--- config.mk ---
export PLATFORM = sky130hd
export DESIGN_NAME = sdpc_top
export DESIGN_NICKNAME = d
export VERILOG_FILES = /design/src/sdpc_pkg.sv /design/src/sdpc_cmd_if.sv /design/src/sdpc_cmd_enc.sv /design/src/sdpc_top.sv
export VERILOG_INCLUDE_DIRS = /design/src
export SDC_FILE = /design/constraint.sdc
export NUM_CORES = 1
export LEC_CHECK = 0
export BUFFER_PORTS_ARGS = -buffer_cell sky130_fd_sc_hd__buf_2
export CORE_ASPECT_RATIO = 1.2
export CORE_UTILIZATION = 45
export CTS_BUF_LIST = sky130_fd_sc_hd__clkbuf_2
export DETAILED_ROUTE_END_ITERATION = 8
export HOLD_SLACK_MARGIN = 0.15
export PLACE_DENSITY = 0.79
export SLEW_MARGIN = 20
export SYNTH_ARGS = -nofsm -noshare
export SYNTH_HDL_FRONTEND = slang
export SYNTH_SLANG_ARGS = --single-unit
--- constraint.sdc ---
create_clock -name I_CLK -period 1.96 [get_ports I_CLK]
set_clock_uncertainty 0.15 [all_clocks]
set_input_delay 0.294 -clock I_CLK [delete_from_list [all_inputs] [get_ports I_CLK]]
set_output_delay 0.294 -clock I_CLK [all_outputs]
set_load 0.02 [all_outputs]
--- src/sdpc_regs.svh ---
`ifndef SDPC_REGS_SVH
`define SDPC_REGS_SVH

// Upper address field that selects the SDRAM region
`define SDPC_REGION_HI 31
`define SDPC_REGION_LO 26
`define SDPC_REGION_PAT 6'h01

// Dedicated address bit carried on its own pin
`define SDPC_A10_BIT 10

// Command pin patterns {row strobe, column strobe, write enable}, all active low
`define SDPC_ENC_NOP 3'h7
`define SDPC_ENC_ACT 3'h3
`define SDPC_ENC_READ 3'h5
`define SDPC_ENC_WRITE 3'h4
`define SDPC_ENC_PRE 3'h2
`define SDPC_ENC_REF 3'h1
`define SDPC_ENC_MRS 3'h0

// Timing
`define SDPC_CLK_PERIOD_NS 100
`define SDPC_TRCD_NS 20
`define SDPC_TRP_NS 20

`endif

--- src/sdpc_pkg.sv ---
package sdpc_pkg;

  typedef enum logic [2:0] {
    SDPC_CMD_NOP,
    SDPC_CMD_ACT,
    SDPC_CMD_READ,
    SDPC_CMD_WRITE,
    SDPC_CMD_PRE,
    SDPC_CMD_REF,
    SDPC_CMD_MRS
  } sdpc_cmd_t;

endpackage : sdpc_pkg

--- src/sdpc_cmd_if.sv ---
`timescale 1ns/10ps
`default_nettype none

interface sdpc_cmd_if;
  sdpc_pkg::sdpc_cmd_t cmd;
  logic ras_n;
  logic cas_n;
  logic we_n;
  modport ctl (output cmd, input ras_n, input cas_n, input we_n);
  modport enc (input cmd, output ras_n, output cas_n, output we_n);
endinterface : sdpc_cmd_if

`default_nettype wire

--- src/sdpc_cmd_enc.sv ---
`timescale 1ns/10ps
`default_nettype none
`include "sdpc_regs.svh"

module sdpc_cmd_enc (
  sdpc_cmd_if.enc cmd_bus
);

  logic [2:0] enc;

  always_comb begin
    case (cmd_bus.cmd)
      sdpc_pkg::SDPC_CMD_ACT: enc = `SDPC_ENC_ACT;
      sdpc_pkg::SDPC_CMD_READ: enc = `SDPC_ENC_READ;
      sdpc_pkg::SDPC_CMD_WRITE: enc = `SDPC_ENC_WRITE;
      sdpc_pkg::SDPC_CMD_PRE: enc = `SDPC_ENC_PRE;
      sdpc_pkg::SDPC_CMD_REF: enc = `SDPC_ENC_REF;
      sdpc_pkg::SDPC_CMD_MRS: enc = `SDPC_ENC_MRS;
      default: enc = `SDPC_ENC_NOP;
    endcase
  end

  assign cmd_bus.ras_n = enc[2];
  assign cmd_bus.cas_n = enc[1];
  assign cmd_bus.we_n = enc[0];

endmodule : sdpc_cmd_enc

`default_nettype wire

--- src/sdpc_top.sv ---
// Notes on behaviour
// - The region select goes low for every command cycle of an access whose top six address bits match the SDRAM region.
// - Only the bus master drives the region select; a slave leaves it undriven.
// - The row strobe is low in the cycle that carries the row address of a read or write.
// - The column strobe is low in the cycle that carries the column address of a read or write.
// - With the column strobe low, write enable is low for a write and high for a read.
// - Other operations use the standard SDRAM pattern on row strobe, column strobe and write enable.
// - Both data masks are inactive outside column cycles and during reads.
// - A write to an odd single word on a 64-bit bus raises the low-word mask.
// - A write to an even single word, or any write on a 32-bit bus, raises the high-word mask.
// - Address bit ten leaves on its own pin, apart from the shared address bus.
// - Clock enable takes the memory into and out of self-refresh and suspend.
// - The master weakly holds clock enable high before the grant, or low when in self-refresh; a slave holds nothing.
// - To grant the bus to a host the master floats all memory control pins in the cycle its self-refresh entry reaches them, so that entry is never driven.
`timescale 1ns/10ps
`default_nettype none
`include "sdpc_regs.svh"

module sdpc_top #(
  parameter int ROW_W = 12,
  parameter int COL_W = 8,
  parameter int TRCD_NS = `SDPC_TRCD_NS,
  parameter int TRP_NS = `SDPC_TRP_NS
) (
  input wire logic I_CLK,
  input wire logic I_RST,
  input wire logic I_IS_MASTER,
  input wire logic I_BUS_32,
  input wire logic I_HOST_BUS_REQUEST_N,
  input wire logic I_REQ_VALID,
  input wire logic I_REQ_WRITE,
  input wire logic I_REQ_LONG,
  input wire logic [31:0] I_REQ_ADDR,
  output logic O_REQ_READY,
  input wire logic I_REFRESH_REQ,
  output logic O_REFRESH_ACK,
  input wire logic I_MODE_REQ,
  input wire logic [ROW_W-1:0] I_MODE_VALUE,
  output logic O_MODE_ACK,
  input wire logic I_SREF_REQ,
  input wire logic I_SUSPEND_REQ,
  output logic O_IN_SREF,
  output logic O_IN_SUSPEND,
  output logic O_SDRAM_SPACE_SELECT_N,
  output logic O_RAS_N,
  output logic O_CAS_N,
  output logic O_SDRAM_WRITE_ENABLE_N,
  output logic O_LOW_WORD_DATA_MASK,
  output logic O_HIGH_WORD_DATA_MASK,
  output logic [ROW_W-1:0] O_SDRAM_ADDR,
  output logic O_SDRAM_ADDR_BIT_TEN,
  output logic O_SDRAM_CLOCK_ENABLE,
  output logic O_SDRAM_PINS_OE,
  output logic O_SDRAM_CLOCK_ENABLE_KEEP_EN,
  output logic O_SDRAM_CLOCK_ENABLE_KEEP_LVL,
  output logic O_HOST_BUS_GRANT_N,
  output logic O_HOST_BUS_GRANT_OE
);

  localparam int TRCD_RAW = (TRCD_NS + `SDPC_CLK_PERIOD_NS - 1) / `SDPC_CLK_PERIOD_NS;
  localparam int TRP_RAW = (TRP_NS + `SDPC_CLK_PERIOD_NS - 1) / `SDPC_CLK_PERIOD_NS;
  localparam logic [3:0] TRCD_CYC = (TRCD_RAW < 1) ? 4'h1 : 4'(TRCD_RAW);
  localparam logic [3:0] TRP_CYC = (TRP_RAW < 1) ? 4'h1 : 4'(TRP_RAW);

  typedef enum {
    ST_IDLE, ST_ACT, ST_RCD, ST_RW, ST_PRE, ST_RP, ST_REF, ST_MRS,
    ST_SREF_IN, ST_SREF, ST_HOST, ST_PDN, ST_WAKE
  } sdpc_state_t;

  sdpc_state_t state_q, state_d;
  logic [3:0] cnt_q, cnt_d;
  logic hbr_s1_q, hbr_s2_q;
  logic [31:0] addr_q;
  logic write_q, long_q, bus32_q;
  logic cs_n_q, cs_n_d;
  logic ras_n_q, cas_n_q, we_n_q;
  logic lmask_q, lmask_d, hmask_q, hmask_d;
  logic [ROW_W-1:0] pin_addr_q, pin_addr_d;
  logic a10_q, a10_d;
  logic cke_q, cke_d;
  logic hbg_n_q;
  logic host_req, in_region, accept, granted, in_sref;
  logic [ROW_W-1:0] row, col;

  sdpc_cmd_if cmd_bus ();

  sdpc_cmd_enc u_enc (
    .cmd_bus(cmd_bus)
  );

  // Host request pin arrives asynchronously
  always_ff @(posedge I_CLK or posedge I_RST) begin
    if (I_RST) begin
      hbr_s1_q <= 1'b1;
      hbr_s2_q <= 1'b1;
    end else begin
      hbr_s1_q <= I_HOST_BUS_REQUEST_N;
      hbr_s2_q <= hbr_s1_q;
    end
  end

  assign host_req = I_IS_MASTER && !hbr_s2_q;
  assign in_region = I_REQ_ADDR[`SDPC_REGION_HI:`SDPC_REGION_LO] == `SDPC_REGION_PAT;
  assign granted = state_q == ST_HOST;
  assign in_sref = (state_q == ST_SREF_IN) || (state_q == ST_SREF) || granted;

  // Higher-priority work blocks new accesses
  assign O_REQ_READY = (state_q == ST_IDLE) && I_IS_MASTER && !host_req && !I_SREF_REQ
                       && !I_SUSPEND_REQ && !I_REFRESH_REQ && !I_MODE_REQ;
  assign accept = O_REQ_READY && I_REQ_VALID;
  assign O_REFRESH_ACK = state_q == ST_REF;
  assign O_MODE_ACK = state_q == ST_MRS;
  assign O_IN_SREF = in_sref;
  assign O_IN_SUSPEND = state_q == ST_PDN;

  // Column indexes 64-bit words unless the bus is 32 bits wide
  always_comb begin
    if (bus32_q) begin
      row = ROW_W'(addr_q[COL_W+ROW_W-1:COL_W]);
      col = ROW_W'(addr_q[COL_W-1:0]);
    end else begin
      row = ROW_W'(addr_q[COL_W+ROW_W:COL_W+1]);
      col = ROW_W'(addr_q[COL_W:1]);
    end
  end

  always_ff @(posedge I_CLK or posedge I_RST) begin
    if (I_RST) begin
      addr_q <= 32'h0;
      write_q <= 1'b0;
      long_q <= 1'b0;
      bus32_q <= 1'b0;
    end else if (accept) begin
      addr_q <= I_REQ_ADDR;
      write_q <= I_REQ_WRITE;
      long_q <= I_REQ_LONG;
      bus32_q <= I_BUS_32;
    end
  end

  always_comb begin
    state_d = state_q;
    cnt_d = cnt_q;
    cmd_bus.cmd = sdpc_pkg::SDPC_CMD_NOP;
    pin_addr_d = pin_addr_q;
    a10_d = 1'b0;
    lmask_d = 1'b0;
    hmask_d = 1'b0;
    case (state_q)
      ST_IDLE: begin
        if (host_req) begin
          state_d = ST_SREF_IN;
        end else if (I_SREF_REQ && I_IS_MASTER) begin
          state_d = ST_SREF_IN;
        end else if (I_SUSPEND_REQ && I_IS_MASTER) begin
          state_d = ST_PDN;
        end else if (I_REFRESH_REQ && I_IS_MASTER) begin
          state_d = ST_REF;
        end else if (I_MODE_REQ && I_IS_MASTER) begin
          state_d = ST_MRS;
        end else if (accept && in_region) begin
          state_d = ST_ACT;
        end
      end
      ST_ACT: begin
        cmd_bus.cmd = sdpc_pkg::SDPC_CMD_ACT;
        pin_addr_d = row;
        a10_d = row[`SDPC_A10_BIT];
        cnt_d = TRCD_CYC - 4'h1;
        state_d = ST_RCD;
      end
      ST_RCD: begin
        if (cnt_q == 4'h0) begin
          state_d = ST_RW;
        end else begin
          cnt_d = cnt_q - 4'h1;
        end
      end
      ST_RW: begin
        // No auto-precharge: bit ten stays low in column cycles
        cmd_bus.cmd = write_q ? sdpc_pkg::SDPC_CMD_WRITE : sdpc_pkg::SDPC_CMD_READ;
        pin_addr_d = col;
        lmask_d = write_q && !bus32_q && !long_q && addr_q[0];
        hmask_d = write_q && (bus32_q || (!long_q && !addr_q[0]));
        state_d = ST_PRE;
      end
      ST_PRE: begin
        // Closing after every access keeps all banks idle for refresh
        cmd_bus.cmd = sdpc_pkg::SDPC_CMD_PRE;
        a10_d = 1'b1;
        cnt_d = TRP_CYC - 4'h1;
        state_d = ST_RP;
      end
      ST_RP: begin
        if (cnt_q == 4'h0) begin
          state_d = ST_IDLE;
        end else begin
          cnt_d = cnt_q - 4'h1;
        end
      end
      ST_REF: begin
        cmd_bus.cmd = sdpc_pkg::SDPC_CMD_REF;
        cnt_d = TRP_CYC - 4'h1;
        state_d = ST_RP;
      end
      ST_MRS: begin
        cmd_bus.cmd = sdpc_pkg::SDPC_CMD_MRS;
        pin_addr_d = I_MODE_VALUE;
        a10_d = I_MODE_VALUE[`SDPC_A10_BIT];
        state_d = ST_RP;
        cnt_d = TRP_CYC - 4'h1;
      end
      ST_SREF_IN: begin
        cmd_bus.cmd = sdpc_pkg::SDPC_CMD_REF;
        state_d = host_req ? ST_HOST : ST_SREF;
      end
      ST_SREF: begin
        if (host_req) begin
          state_d = ST_HOST;
        end else if (!I_SREF_REQ) begin
          state_d = ST_WAKE;
        end
      end
      ST_HOST: begin
        if (!host_req) begin
          state_d = I_SREF_REQ ? ST_SREF : ST_WAKE;
        end
      end
      ST_PDN: begin
        if (!I_SUSPEND_REQ || host_req) begin
          state_d = ST_WAKE;
        end
      end
      ST_WAKE: begin
        cnt_d = TRP_CYC - 4'h1;
        state_d = ST_RP;
      end
      default: state_d = ST_IDLE;
    endcase
  end

  assign cs_n_d = cmd_bus.cmd == sdpc_pkg::SDPC_CMD_NOP;
  // Low in the cycle that issues self-refresh entry, high again on wake
  assign cke_d = !((state_q == ST_SREF_IN) || (state_q == ST_SREF) || granted
                   || (state_q == ST_PDN));

  always_ff @(posedge I_CLK or posedge I_RST) begin
    if (I_RST) begin
      state_q <= ST_IDLE;
      cnt_q <= 4'h0;
    end else begin
      state_q <= state_d;
      cnt_q <= cnt_d;
    end
  end

  always_ff @(posedge I_CLK or posedge I_RST) begin
    if (I_RST) begin
      cs_n_q <= 1'b1;
      ras_n_q <= 1'b1;
      cas_n_q <= 1'b1;
      we_n_q <= 1'b1;
      lmask_q <= 1'b0;
      hmask_q <= 1'b0;
      pin_addr_q <= '0;
      a10_q <= 1'b0;
      cke_q <= 1'b1;
    end else begin
      cs_n_q <= cs_n_d;
      ras_n_q <= cmd_bus.ras_n;
      cas_n_q <= cmd_bus.cas_n;
      we_n_q <= cmd_bus.we_n;
      lmask_q <= lmask_d;
      hmask_q <= hmask_d;
      pin_addr_q <= pin_addr_d;
      a10_q <= a10_d;
      cke_q <= cke_d;
    end
  end

  // Grant lags the pin release by one cycle so the host never overlaps us
  always_ff @(posedge I_CLK or posedge I_RST) begin
    if (I_RST) begin
      hbg_n_q <= 1'b1;
    end else begin
      hbg_n_q <= !granted;
    end
  end

  assign O_SDRAM_SPACE_SELECT_N = cs_n_q;
  assign O_RAS_N = ras_n_q;
  assign O_CAS_N = cas_n_q;
  assign O_SDRAM_WRITE_ENABLE_N = we_n_q;
  assign O_LOW_WORD_DATA_MASK = lmask_q;
  assign O_HIGH_WORD_DATA_MASK = hmask_q;
  assign O_SDRAM_ADDR = pin_addr_q;
  assign O_SDRAM_ADDR_BIT_TEN = a10_q;
  assign O_SDRAM_CLOCK_ENABLE = cke_q;
  // Pins stay floated until the grant has been withdrawn at the pin
  assign O_SDRAM_PINS_OE = I_IS_MASTER && !granted && hbg_n_q;
  assign O_SDRAM_CLOCK_ENABLE_KEEP_EN = I_IS_MASTER && !granted && hbg_n_q;
  assign O_SDRAM_CLOCK_ENABLE_KEEP_LVL = !in_sref;
  assign O_HOST_BUS_GRANT_N = hbg_n_q;
  assign O_HOST_BUS_GRANT_OE = I_IS_MASTER;

endmodule : sdpc_top

`default_nettype wire

==> key figures, run 1 <==
Synth
  – #FFs+latches synth: 55
  – Cells after Synth: between 200 and 300
  – Mean Syn Cell Area: around 11 um2
  – Synth top area share: 39.9%
  – Sequential area share after synthesis: between 40% and 50%
  – Synth cell types: 53
  – Synth area leader: dfrtp_1
  – Synth async-reset ratio: between 90% and 100%
  – Syn Nets: ~330
  – EDFF count, synth: 0
  – Synthesized cell area: roughly 2900 um2
  – Main synth FF type: dfrtp_1
  – Area contributors post-synth: dfrtp_1, mux2_4, dfstp_2, mux2i_1, o21ai_0
  – Ys Warns: 0

Final layout
  – Commonest non-fill, non-tap cell in the layout: buf_2
  – Layout cell share with drive strength beyond 1: 47.7%
  – # nets final: roughly 480
  – Most frequent cells in the layout: buf_2, dfrtp_1, dlygate4sd3_1
  – Syn-to-layout area delta: 52.5%
  – N_diodes: 0

GRT
  – Total GRT Usage: 23.8%
  – Global route overflow: 0
  – First-pass GRT wire length: 12.5 mm
  – Largest net degree at the start of global routing: 35
  – Vias in the first global route: about 2600
  – Number of antenna violations at the first check in global routing: 0

Setup path
  – Critical Path Source: state_q[1]
  – RR Endpoint: long_q
  – Worst EP arrival: around 1.8 ns
  – CP Max Fanout: 3
  – Worst endpoint required time: 1.52 ns
  – Reg2Reg Depth: 9
  – Setup CP Type: reg2out
  – Worst Setup Start Kind: flop
  – Reg2reg start: state_q[1]
  – Slack of the worst reg-to-reg path: -0.18 ns
  – Worst setup EP type: primary output

Run status
  – Outcome: finished with violations
  – Violated checks: negative setup slack

Place
  – IO buf count: 80
  – HPWL Detailed: 4.94 mm
  – Worst slack at placement: -0.0120 ns
  – Final GP Congestion: 0.869

Timing
  – Final worst path period share: 112%
  – Final hold viol count: 0
  – Clock period minus final worst setup slack: about 2.2 ns
  – Max-slew violation count: 0
  – Final setup fails: 35
  – Worst Slack Setup Final: -0.231 ns
  – Rel. slew slack: around 71%
  – RSZ-0062 raised after global routing: yes
  – Worst slew pin tran: ~0.44 ns
  – Fmax: between 400 and 500 MHz

Die
  – Die ar.: between 6000 and 7000 um2
  – Num rows: 31
  – Initial Util: a little under half
  – IO Count: between 80 and 90
  – Die height: around 91 um
  – Chip Width: 75.9 um
  – Core ar.: between 6000 and 7000 um2

Pwr
  – Combinational share of power: a little over half
  – Internal Power: about 2800 uW
  – Switching Share: about two fifths
  – Switching pwr: 1890 uW
  – Final Power: 4710 uW
  – Pwr dens: approximately 1000 nW/um2
  – Clock Power Share: roughly an eighth
  – Static leakage: 0.00210 uW
  – Worst VDD drop: 0.614 mV
  – Sequential fraction of design power: between 30% and 40%

Routing
  – Detailed-route wire length per cell: between 15 and 20 um
  – Via count: roughly 2800
  – Pre-Repair DR Iteration Count: 4
  – DRC: 0
  – Vias/cell: between 5 and 6
  – Routed Antenna Nets: 0
  – Post-Route WL: between 8 and 9 mm
  – DR iter-0 viols: 194

CTS
  – Num CTS Buffers: 5
  – Worst-path clk slew: 0.29 ns
  – Clk Latency, worst-skew pair: roughly 0.46 ns
  – H-Tree Level Count: 2
  – CTS tree: yes
  – Clock tree buffer depth: 2
  – Clk sinks: 55
  – CTS Root Cell: clkbuf_2

Run
  – Max_cap viols: 0

Worst hold path
  – HP Class: in2async
[state kept, by name (all words and copies together), names as in the netlist]
register	flops
bus32_q	1
O_SDRAM_SPACE_SELECT_N	1
O_SDRAM_WRITE_ENABLE_N	1
hbr_s2_q	1
O_LOW_WORD_DATA_MASK	1
hbr_s1_q	1
O_RAS_N	1
O_CAS_N	1
O_SDRAM_ADDR_BIT_TEN	1
state_q	4
O_SDRAM_ADDR	12
cnt_q	4
long_q	1
addr_q	21
O_HOST_BUS_GRANT_N	1
O_HIGH_WORD_DATA_MASK	1
write_q	1
O_SDRAM_CLOCK_ENABLE	1
[critical path, cell delays in order, from the launching register on]
cell     delay [ns]
dfrtp_2        0.50
buf_4          0.15
nor4_4         0.17
nand3_2        0.16
nor3_4         0.16
buf_6          0.14
[routing by layer]
layer,vias to the layer above,global-route usage [%],routed length (um)
met5,-,0,0
li1,1272,-,-
met1,1353,30.3,3400
met3,19,3.57,431
met2,116,39.6,4290
met4,0,8.80,164
[through the flow]
step	cells	instance area [um2]	utilization, %	hold WS, ns	TNS, ns
2_1_floorplan	270	2960	-	0.148	-1.80
3_3_place_gp	432	3520	57.1	0.197	0
3_5_place_dp	432	3520	57.1	0.198	-0.0930
4_1_cts	498	4270	69.3	0.171	-6.10
5_1_grt	503	4490	72.9	0.189	-7.29
6_report	503	4490	72.9	0.198	-5.25
[synthesized netlist by cell type, types with 3 or more instances]
master / instances
nand2b_1: 3
mux2_2: 8
mux2i_1: 15
inv_1: 8
a221oi_1: 3
nand3_1: 3
buf_4: 3
dfstp_2: 8
o21ai_0: 20
buf_2: 4
nor2b_1: 6
clkbuf_1: 9
mux2_4: 20
nand2_1: 23
o22ai_1: 6
xnor2_1: 3
nand3b_1: 3
o21a_1: 3
dfrtp_1: 47
a21oi_1: 19
nor2_1: 17
[area by class of cell]
| type | count | area, um2 |
|---|---|---|
| well taps | 82 | 103 |
| clock buffers | 6 | 30.0 |
| fillers | 390 | 1670 |
| multi-input cells | 187 | 1590 |
| flip-flops and latches | 55 | 1390 |
| clock inverters | 2 | 38.8 |
| inverters | 9 | 40.0 |
| repair buffers | 162 | 1300 |
[cells by family after synthesis]
kind of cell	count (synthesis)	synth area share [%]
buffers and inverters	28	4.63
and+or+nand+nor	72	14.4
muxes	43	18.3
xor gates and xnor gates	4	1.19
AOI/OAI and AO/OA	67	14.0
DFF	55	47.0
adders and majority gates	1	0.425
[timing repair]
| item | 4_1_cts | 5_1_grt |
|---|---|---|
| hold endpoints to repair | 95 | 0 |
| setup buffers | 16 | 5 |
| endpoints found under the setup margin | 31 | 47 |
| hold buffers | 40 | 0 |
| pin swaps | 9 | 11 |
| resized for setup | 33 | 35 |
| gates cloned | 2 | 2 |
[power groups by stage]
stage	Combinational (uW)	Sequential (uW)	Clock, uW
finish	2510	1600	600
global route	2690	1630	648
CTS	2240	1580	602
detailed placement	1830	1600	0
global placement	1800	1590	0
floorplan	1100	1750	0
[worst max-delay path by stage]
| stage | end | cells after the start | slack (ns) |
|---|---|---|---|
| final | O_REQ_READY | 5 | -0.23 |
| after global routing | O_REQ_READY | 5 | -0.31 |
| after CTS | O_REQ_READY | 4 | -0.30 |
| after detailed placement | addr_q[18] | 6 | -0.01 |
| after global placement | addr_q[8] | 6 | 0.02 |
| after floorplan | addr_q[10] | 6 | -0.09 |
(Power assumes the default switching activity.)
==> inputs of run 2 (changes only) <==
PLACE_DENSITY = 0.76   (was 0.79)
clock period = 2.1 ns   (was 1.96 ns; I/O delays follow)
==> key figures, run 2 (synthesized netlist as in run 1, its figures left out) <==
Worst hold path
  – HP Class: in2reg
  – Hold Path Origin: I_SUSPEND_REQ

Setup path
  – RR Endpoint: cnt_q[3]
  – Worst EP arrival: around 1.8 ns
  – Worst endpoint required time: roughly 1.6 ns
  – Critical path endpoint: O_SDRAM_CLOCK_ENABLE_KEEP_EN
  – CP Max Fanout: 5
  – Worst Setup Start Kind: flop
  – Critical Path Source: state_q[3]
  – Reg2reg start: state_q[2]
  – Slack of the worst reg-to-reg path: -0.05 ns
  – Worst setup EP type: primary output
  – Setup CP Type: reg2out
  – Reg2Reg Depth: 7

GRT
  – Total GRT Usage: approximately a quarter
  – Vias in the first global route: about 2500
  – Largest net degree at the start of global routing: 36
  – Global route overflow: 0
  – First-pass GRT wire length: between 10 and 15 mm
  – Number of antenna violations at the first check in global routing: 0

Routing
  – Post-Route WL: roughly 7.9 mm
  – Pre-Repair DR Iteration Count: 4
  – Routed Antenna Nets: 0
  – Via count: 2651
  – DRC: 0
  – Detailed-route wire length per cell: around 16 um
  – DR iter-0 viols: around 230
  – Vias/cell: approximately 5.3

Final layout
  – Layout cell share with drive strength beyond 1: 45.4%
  – Most frequent cells in the layout: buf_2, dfrtp_1, dlygate4sd3_1
  – Post-Layout Inst Area: roughly 4300 um2
  – Syn-to-layout area delta: 44.5%
  – Post-Route Utilization: between 60 and 70%
  – # nets final: 477
  – Reg with most FFs: addr_q
  – Commonest non-fill, non-tap cell in the layout: buf_2
  – N_diodes: 0
  – Post-route insts no fill: slightly above 500
  – Max FFs per register: 21

Run
  – Max_cap viols: 0

Place
  – Cell total after placement: roughly 430
  – HPWL Detailed: between 4 and 5 mm
  – Final GP Congestion: 0.826
  – Worst slack at placement: just over 0.03 ns
  – IO buf count: 80
  – Dpl cell area: between 3000 and 4000 um2

Die
  – Die height: 90.6 um
  – Initial Util: 47.8%
  – Core ar.: roughly 6000 um2
  – Chip Width: around 76 um
  – IO Count: 86
  – Num rows: 31
  – Die ar.: about 7000 um2

CTS
  – Clk sinks: 55
  – Clock tree buffer depth: 2
  – Num CTS Buffers: 5
  – Clk Latency, worst-skew pair: 0.46 ns
  – Cts hold-fix bufs: 40
  – CTS tree: yes
  – CTS Root Cell: clkbuf_2
  – H-Tree Level Count: 2
  – Worst-path clk slew: about 0.27 ns

Timing
  – Max-slew violation count: 0
  – Worst Slack Setup Final: -0.119 ns
  – RSZ-0062 raised after global routing: yes
  – Final hold viol count: 0
  – Final setup fails: 6
  – Worst slew pin tran: 0.472 ns
  – Fmax: 451 MHz
  – Final worst path period share: 106%
  – Clock period minus final worst setup slack: ~2.2 ns
  – Rel. slew slack: 68.5%

Pwr
  – Pwr dens: 969 nW/um2
  – Static leakage: between 0.002 and 0.0025 uW
  – Worst VDD drop: around 0.5 mV
  – Final Power: about 4100 uW

Run status
  – Violated checks: negative setup slack
  – Outcome: finished with violations
[run 2: worst max-delay path, stage by stage, from the launching register on]
cell and delay (ns):
dfrtp_1 0.50, buf_6 0.15, nor2b_4 0.18, nand3b_1 0.14, and3_4 0.21, buf_6 0.13
[run 2: how the worst min path moves through the flow]
stage,to,slack [ns],cells past startpoint
after global routing,state_q[3],0.08,3
after floorplan,hbr_s1_q,0.17,0
final,state_q[3],0.10,3
after CTS,O_SDRAM_ADDR[2],0.22,3
after global placement,hbr_s2_q,0.20,0
after detailed placement,hbr_s2_q,0.20,0
[run 2: timing repair]
item                                    4_1_cts  5_1_grt
gates cloned                                  1        0
hold endpoints to repair                     92        1
pin swaps                                     5        7
endpoints found under the setup margin        9       37
setup buffers                                13       13
gates resized for setup                      21       19
[run 2: routing by layer]
layer	share of wire, %	global-route usage, %
met4	2.9	9.57
met5	0	0
met1	44	30.9
met3	3.9	3.68
met2	50	37.2
[run 2: final cells by class]
| type | instances | area [um2] |
|---|---|---|
| fill | 450 | 1910 |
| multi-input combinational | 187 | 1500 |
| sequential | 55 | 1390 |
| timing repair buffer | 162 | 1180 |
| tap | 82 | 103 |
| inverter | 9 | 37.5 |
| clock buffer | 6 | 30.0 |
| clock inverter | 2 | 12.5 |
[run 2: report_power, final]
| part | total (uW) | leakage (uW) | internal [uW] | switching [uW] |
|---|---|---|---|---|
| logic | 2230 | 0.00125 | 1040 | 1190 |
| registers | 1470 | 0.000727 | 1310 | 156 |
| clock network | 424 | 0.0000290 | 84.6 | 340 |
| total | 4120 | 0.00201 | 2440 | 1680 |
[run 2: through the flow]
stage	TNS (ns)	hold slack, ns
after floorplan	0	0.169
after global routing	-1.26	0.0765
final	-0.409	0.105
after global placement	0	0.196
after CTS	-0.345	0.216
after detailed placement	0	0.197
==> inputs of run 3 (changes only) <==
SKIP_CTS_REPAIR_TIMING = 1   (was default)
==> key figures, run 3 (synthesized netlist as in run 1, its figures left out) <==
GRT
  – Number of antenna violations at the first check in global routing: 0
  – Global route overflow: 0
  – Vias in the first global route: 2201
  – Largest net degree at the start of global routing: 36
  – First-pass GRT wire length: 10.3 mm
  – Total GRT Usage: 19.6%

Routing
  – Detailed-route wire length per cell: about 16 um
  – Post-Route WL: 7.49 mm
  – DR iter-0 viols: 171
  – Pre-Repair DR Iteration Count: 4
  – Via count: around 2600
  – Routed Antenna Nets: 0
  – Vias/cell: 5.33
  – DRC: 0

Pwr
  – Pwr dens: approximately 940 nW/um2
  – Final Power: about 3800 uW
  – Worst VDD drop: about 0.50 mV
  – Static leakage: approximately 0.0019 uW

CTS
  – CTS tree: yes
  – Num CTS Buffers: 5
  – H-Tree Level Count: 2
  – Clk sinks: 55
  – Clk Latency, worst-skew pair: ~0.46 ns
  – Clock tree buffer depth: 2
  – CTS Root Cell: clkbuf_2
  – Worst-path clk slew: between 0.2 and 0.3 ns

Setup path
  – Worst EP arrival: 1.90 ns
  – Worst endpoint required time: 1.63 ns
  – Worst Setup Start Kind: flop
  – Crit-path cells: nor4_4 -> nand3_2 -> nor3_4 -> buf_6
  – Crit-path max cell delay: 0.50 ns
  – Setup CP Type: reg2out
  – Slowest CP cell: dfrtp_2
  – Worst setup EP type: primary output
  – CP Max Fanout: 5

Timing
  – Final worst path period share: 113%
  – Worst Slack Setup Final: -0.266 ns
  – Rel. slew slack: roughly two thirds
  – Max-slew violation count: 0
  – Final hold viol count: 0
  – Worst slew pin tran: about 0.47 ns
  – Final setup fails: 31
  – Clock period minus final worst setup slack: between 2 and 2.5 ns
  – RSZ-0062 raised after global routing: yes
  – Fmax: between 400 and 500 MHz

Final layout
  – Commonest non-fill, non-tap cell in the layout: buf_2
  – # nets final: 456
  – Post-Layout Inst Area: ~4000 um2
  – Max FFs per register: 21
  – N_diodes: 0
  – Layout cell share with drive strength beyond 1: 39.8%
  – Reg with most FFs: addr_q
  – Most frequent cells in the layout: buf_2, dfrtp_1, dlygate4sd3_1
  – Syn-to-layout area delta: 36.1%

Run
  – Max_cap viols: 0

Die
  – Core ar.: between 6000 and 7000 um2
  – Initial Util: ~48%
  – IO Count: 86
  – Die height: 90.6 um
  – Die ar.: 6880 um2
  – Num rows: 31
  – Chip Width: 75.9 um

Place
  – HPWL Detailed: between 4 and 5 mm
  – Final GP Congestion: 0.826
  – Dpl cell area: roughly 3500 um2
  – IO buf count: 80

Run status
  – Outcome: finished with violations
  – Violated checks: negative setup slack

Worst hold path
  – HP Class: reg2reg
## run 3: cell count changes in the layout (fill, tap and decap cells not counted), sizes merged
| cell | before | now |
|---|---|---|
| buf | 123 | 101 |
| dlygate4sd3 | 39 | 40 |
## run 3: worst paths after layout
path | to | cells past startpoint | slack (ns) | from
worst max-delay path | O_REQ_READY | 4 | -0.27 | state_q[2]
worst min-delay path | hbr_s2_q | 0 | 0.22 | hbr_s1_q
max in group asynchronous | hbr_s1_q | 4 | 0.94 | I_RST
min in group asynchronous | O_SDRAM_ADDR[8] | 3 | 0.23 | I_RST
worst min register to register | hbr_s2_q | 0 | 0.22 | hbr_s1_q
worst max register to register | addr_q[16] | 5 | -0.11 | state_q[2]
## run 3: cell type report
cell class	instances	area, um2
fillers	479	2160
multi-input cells	187	1460
flip-flops and latches	55	1390
repair buffers	141	986
well taps	82	103
inverters	9	33.8
clock buffers	6	30.0
clock inverters	2	12.5
## run 3: worst max-delay path: cells and delay by family (launching register included)
kind / cells / cell delay, ns
DFF: 1 / 0.50
and+or+nand+nor: 3 / 0.80
buffers and inverters: 1 / 0.16
## run 3: metal layers
layer | wire length [um] | track usage [%] | vias to the layer above
met3 | 306 | 3.68 | 20
met5 | 0 | 0 | -
met4 | 187 | 6.48 | 0
met2 | 3770 | 29.5 | 77
met1 | 3230 | 28.2 | 1245
li1 | - | - | 1229
## run 3: per-stage QoR
stage | setup WS [ns] | hold WS, ns | std cells | util [%] | TNS, ns
after floorplan | 0.000290 | 0.169 | 270 | - | 0
after global placement | 0.0675 | 0.196 | 429 | 56.5 | 0
after detailed placement | 0.0305 | 0.197 | 429 | 56.5 | 0
after CTS | -0.336 | -0.331 | 437 | 57.2 | -2.00
after global routing | -0.365 | 0.231 | 482 | 65.0 | -5.66
final | -0.266 | 0.224 | 482 | 65.0 | -3.18
## run 3: power breakdown
| part | internal [uW] | switching, uW |
|---|---|---|
| logic | 818 | 1060 |
| registers | 1310 | 151 |
| clock network | 84.6 | 335 |
| total | 2220 | 1550 |
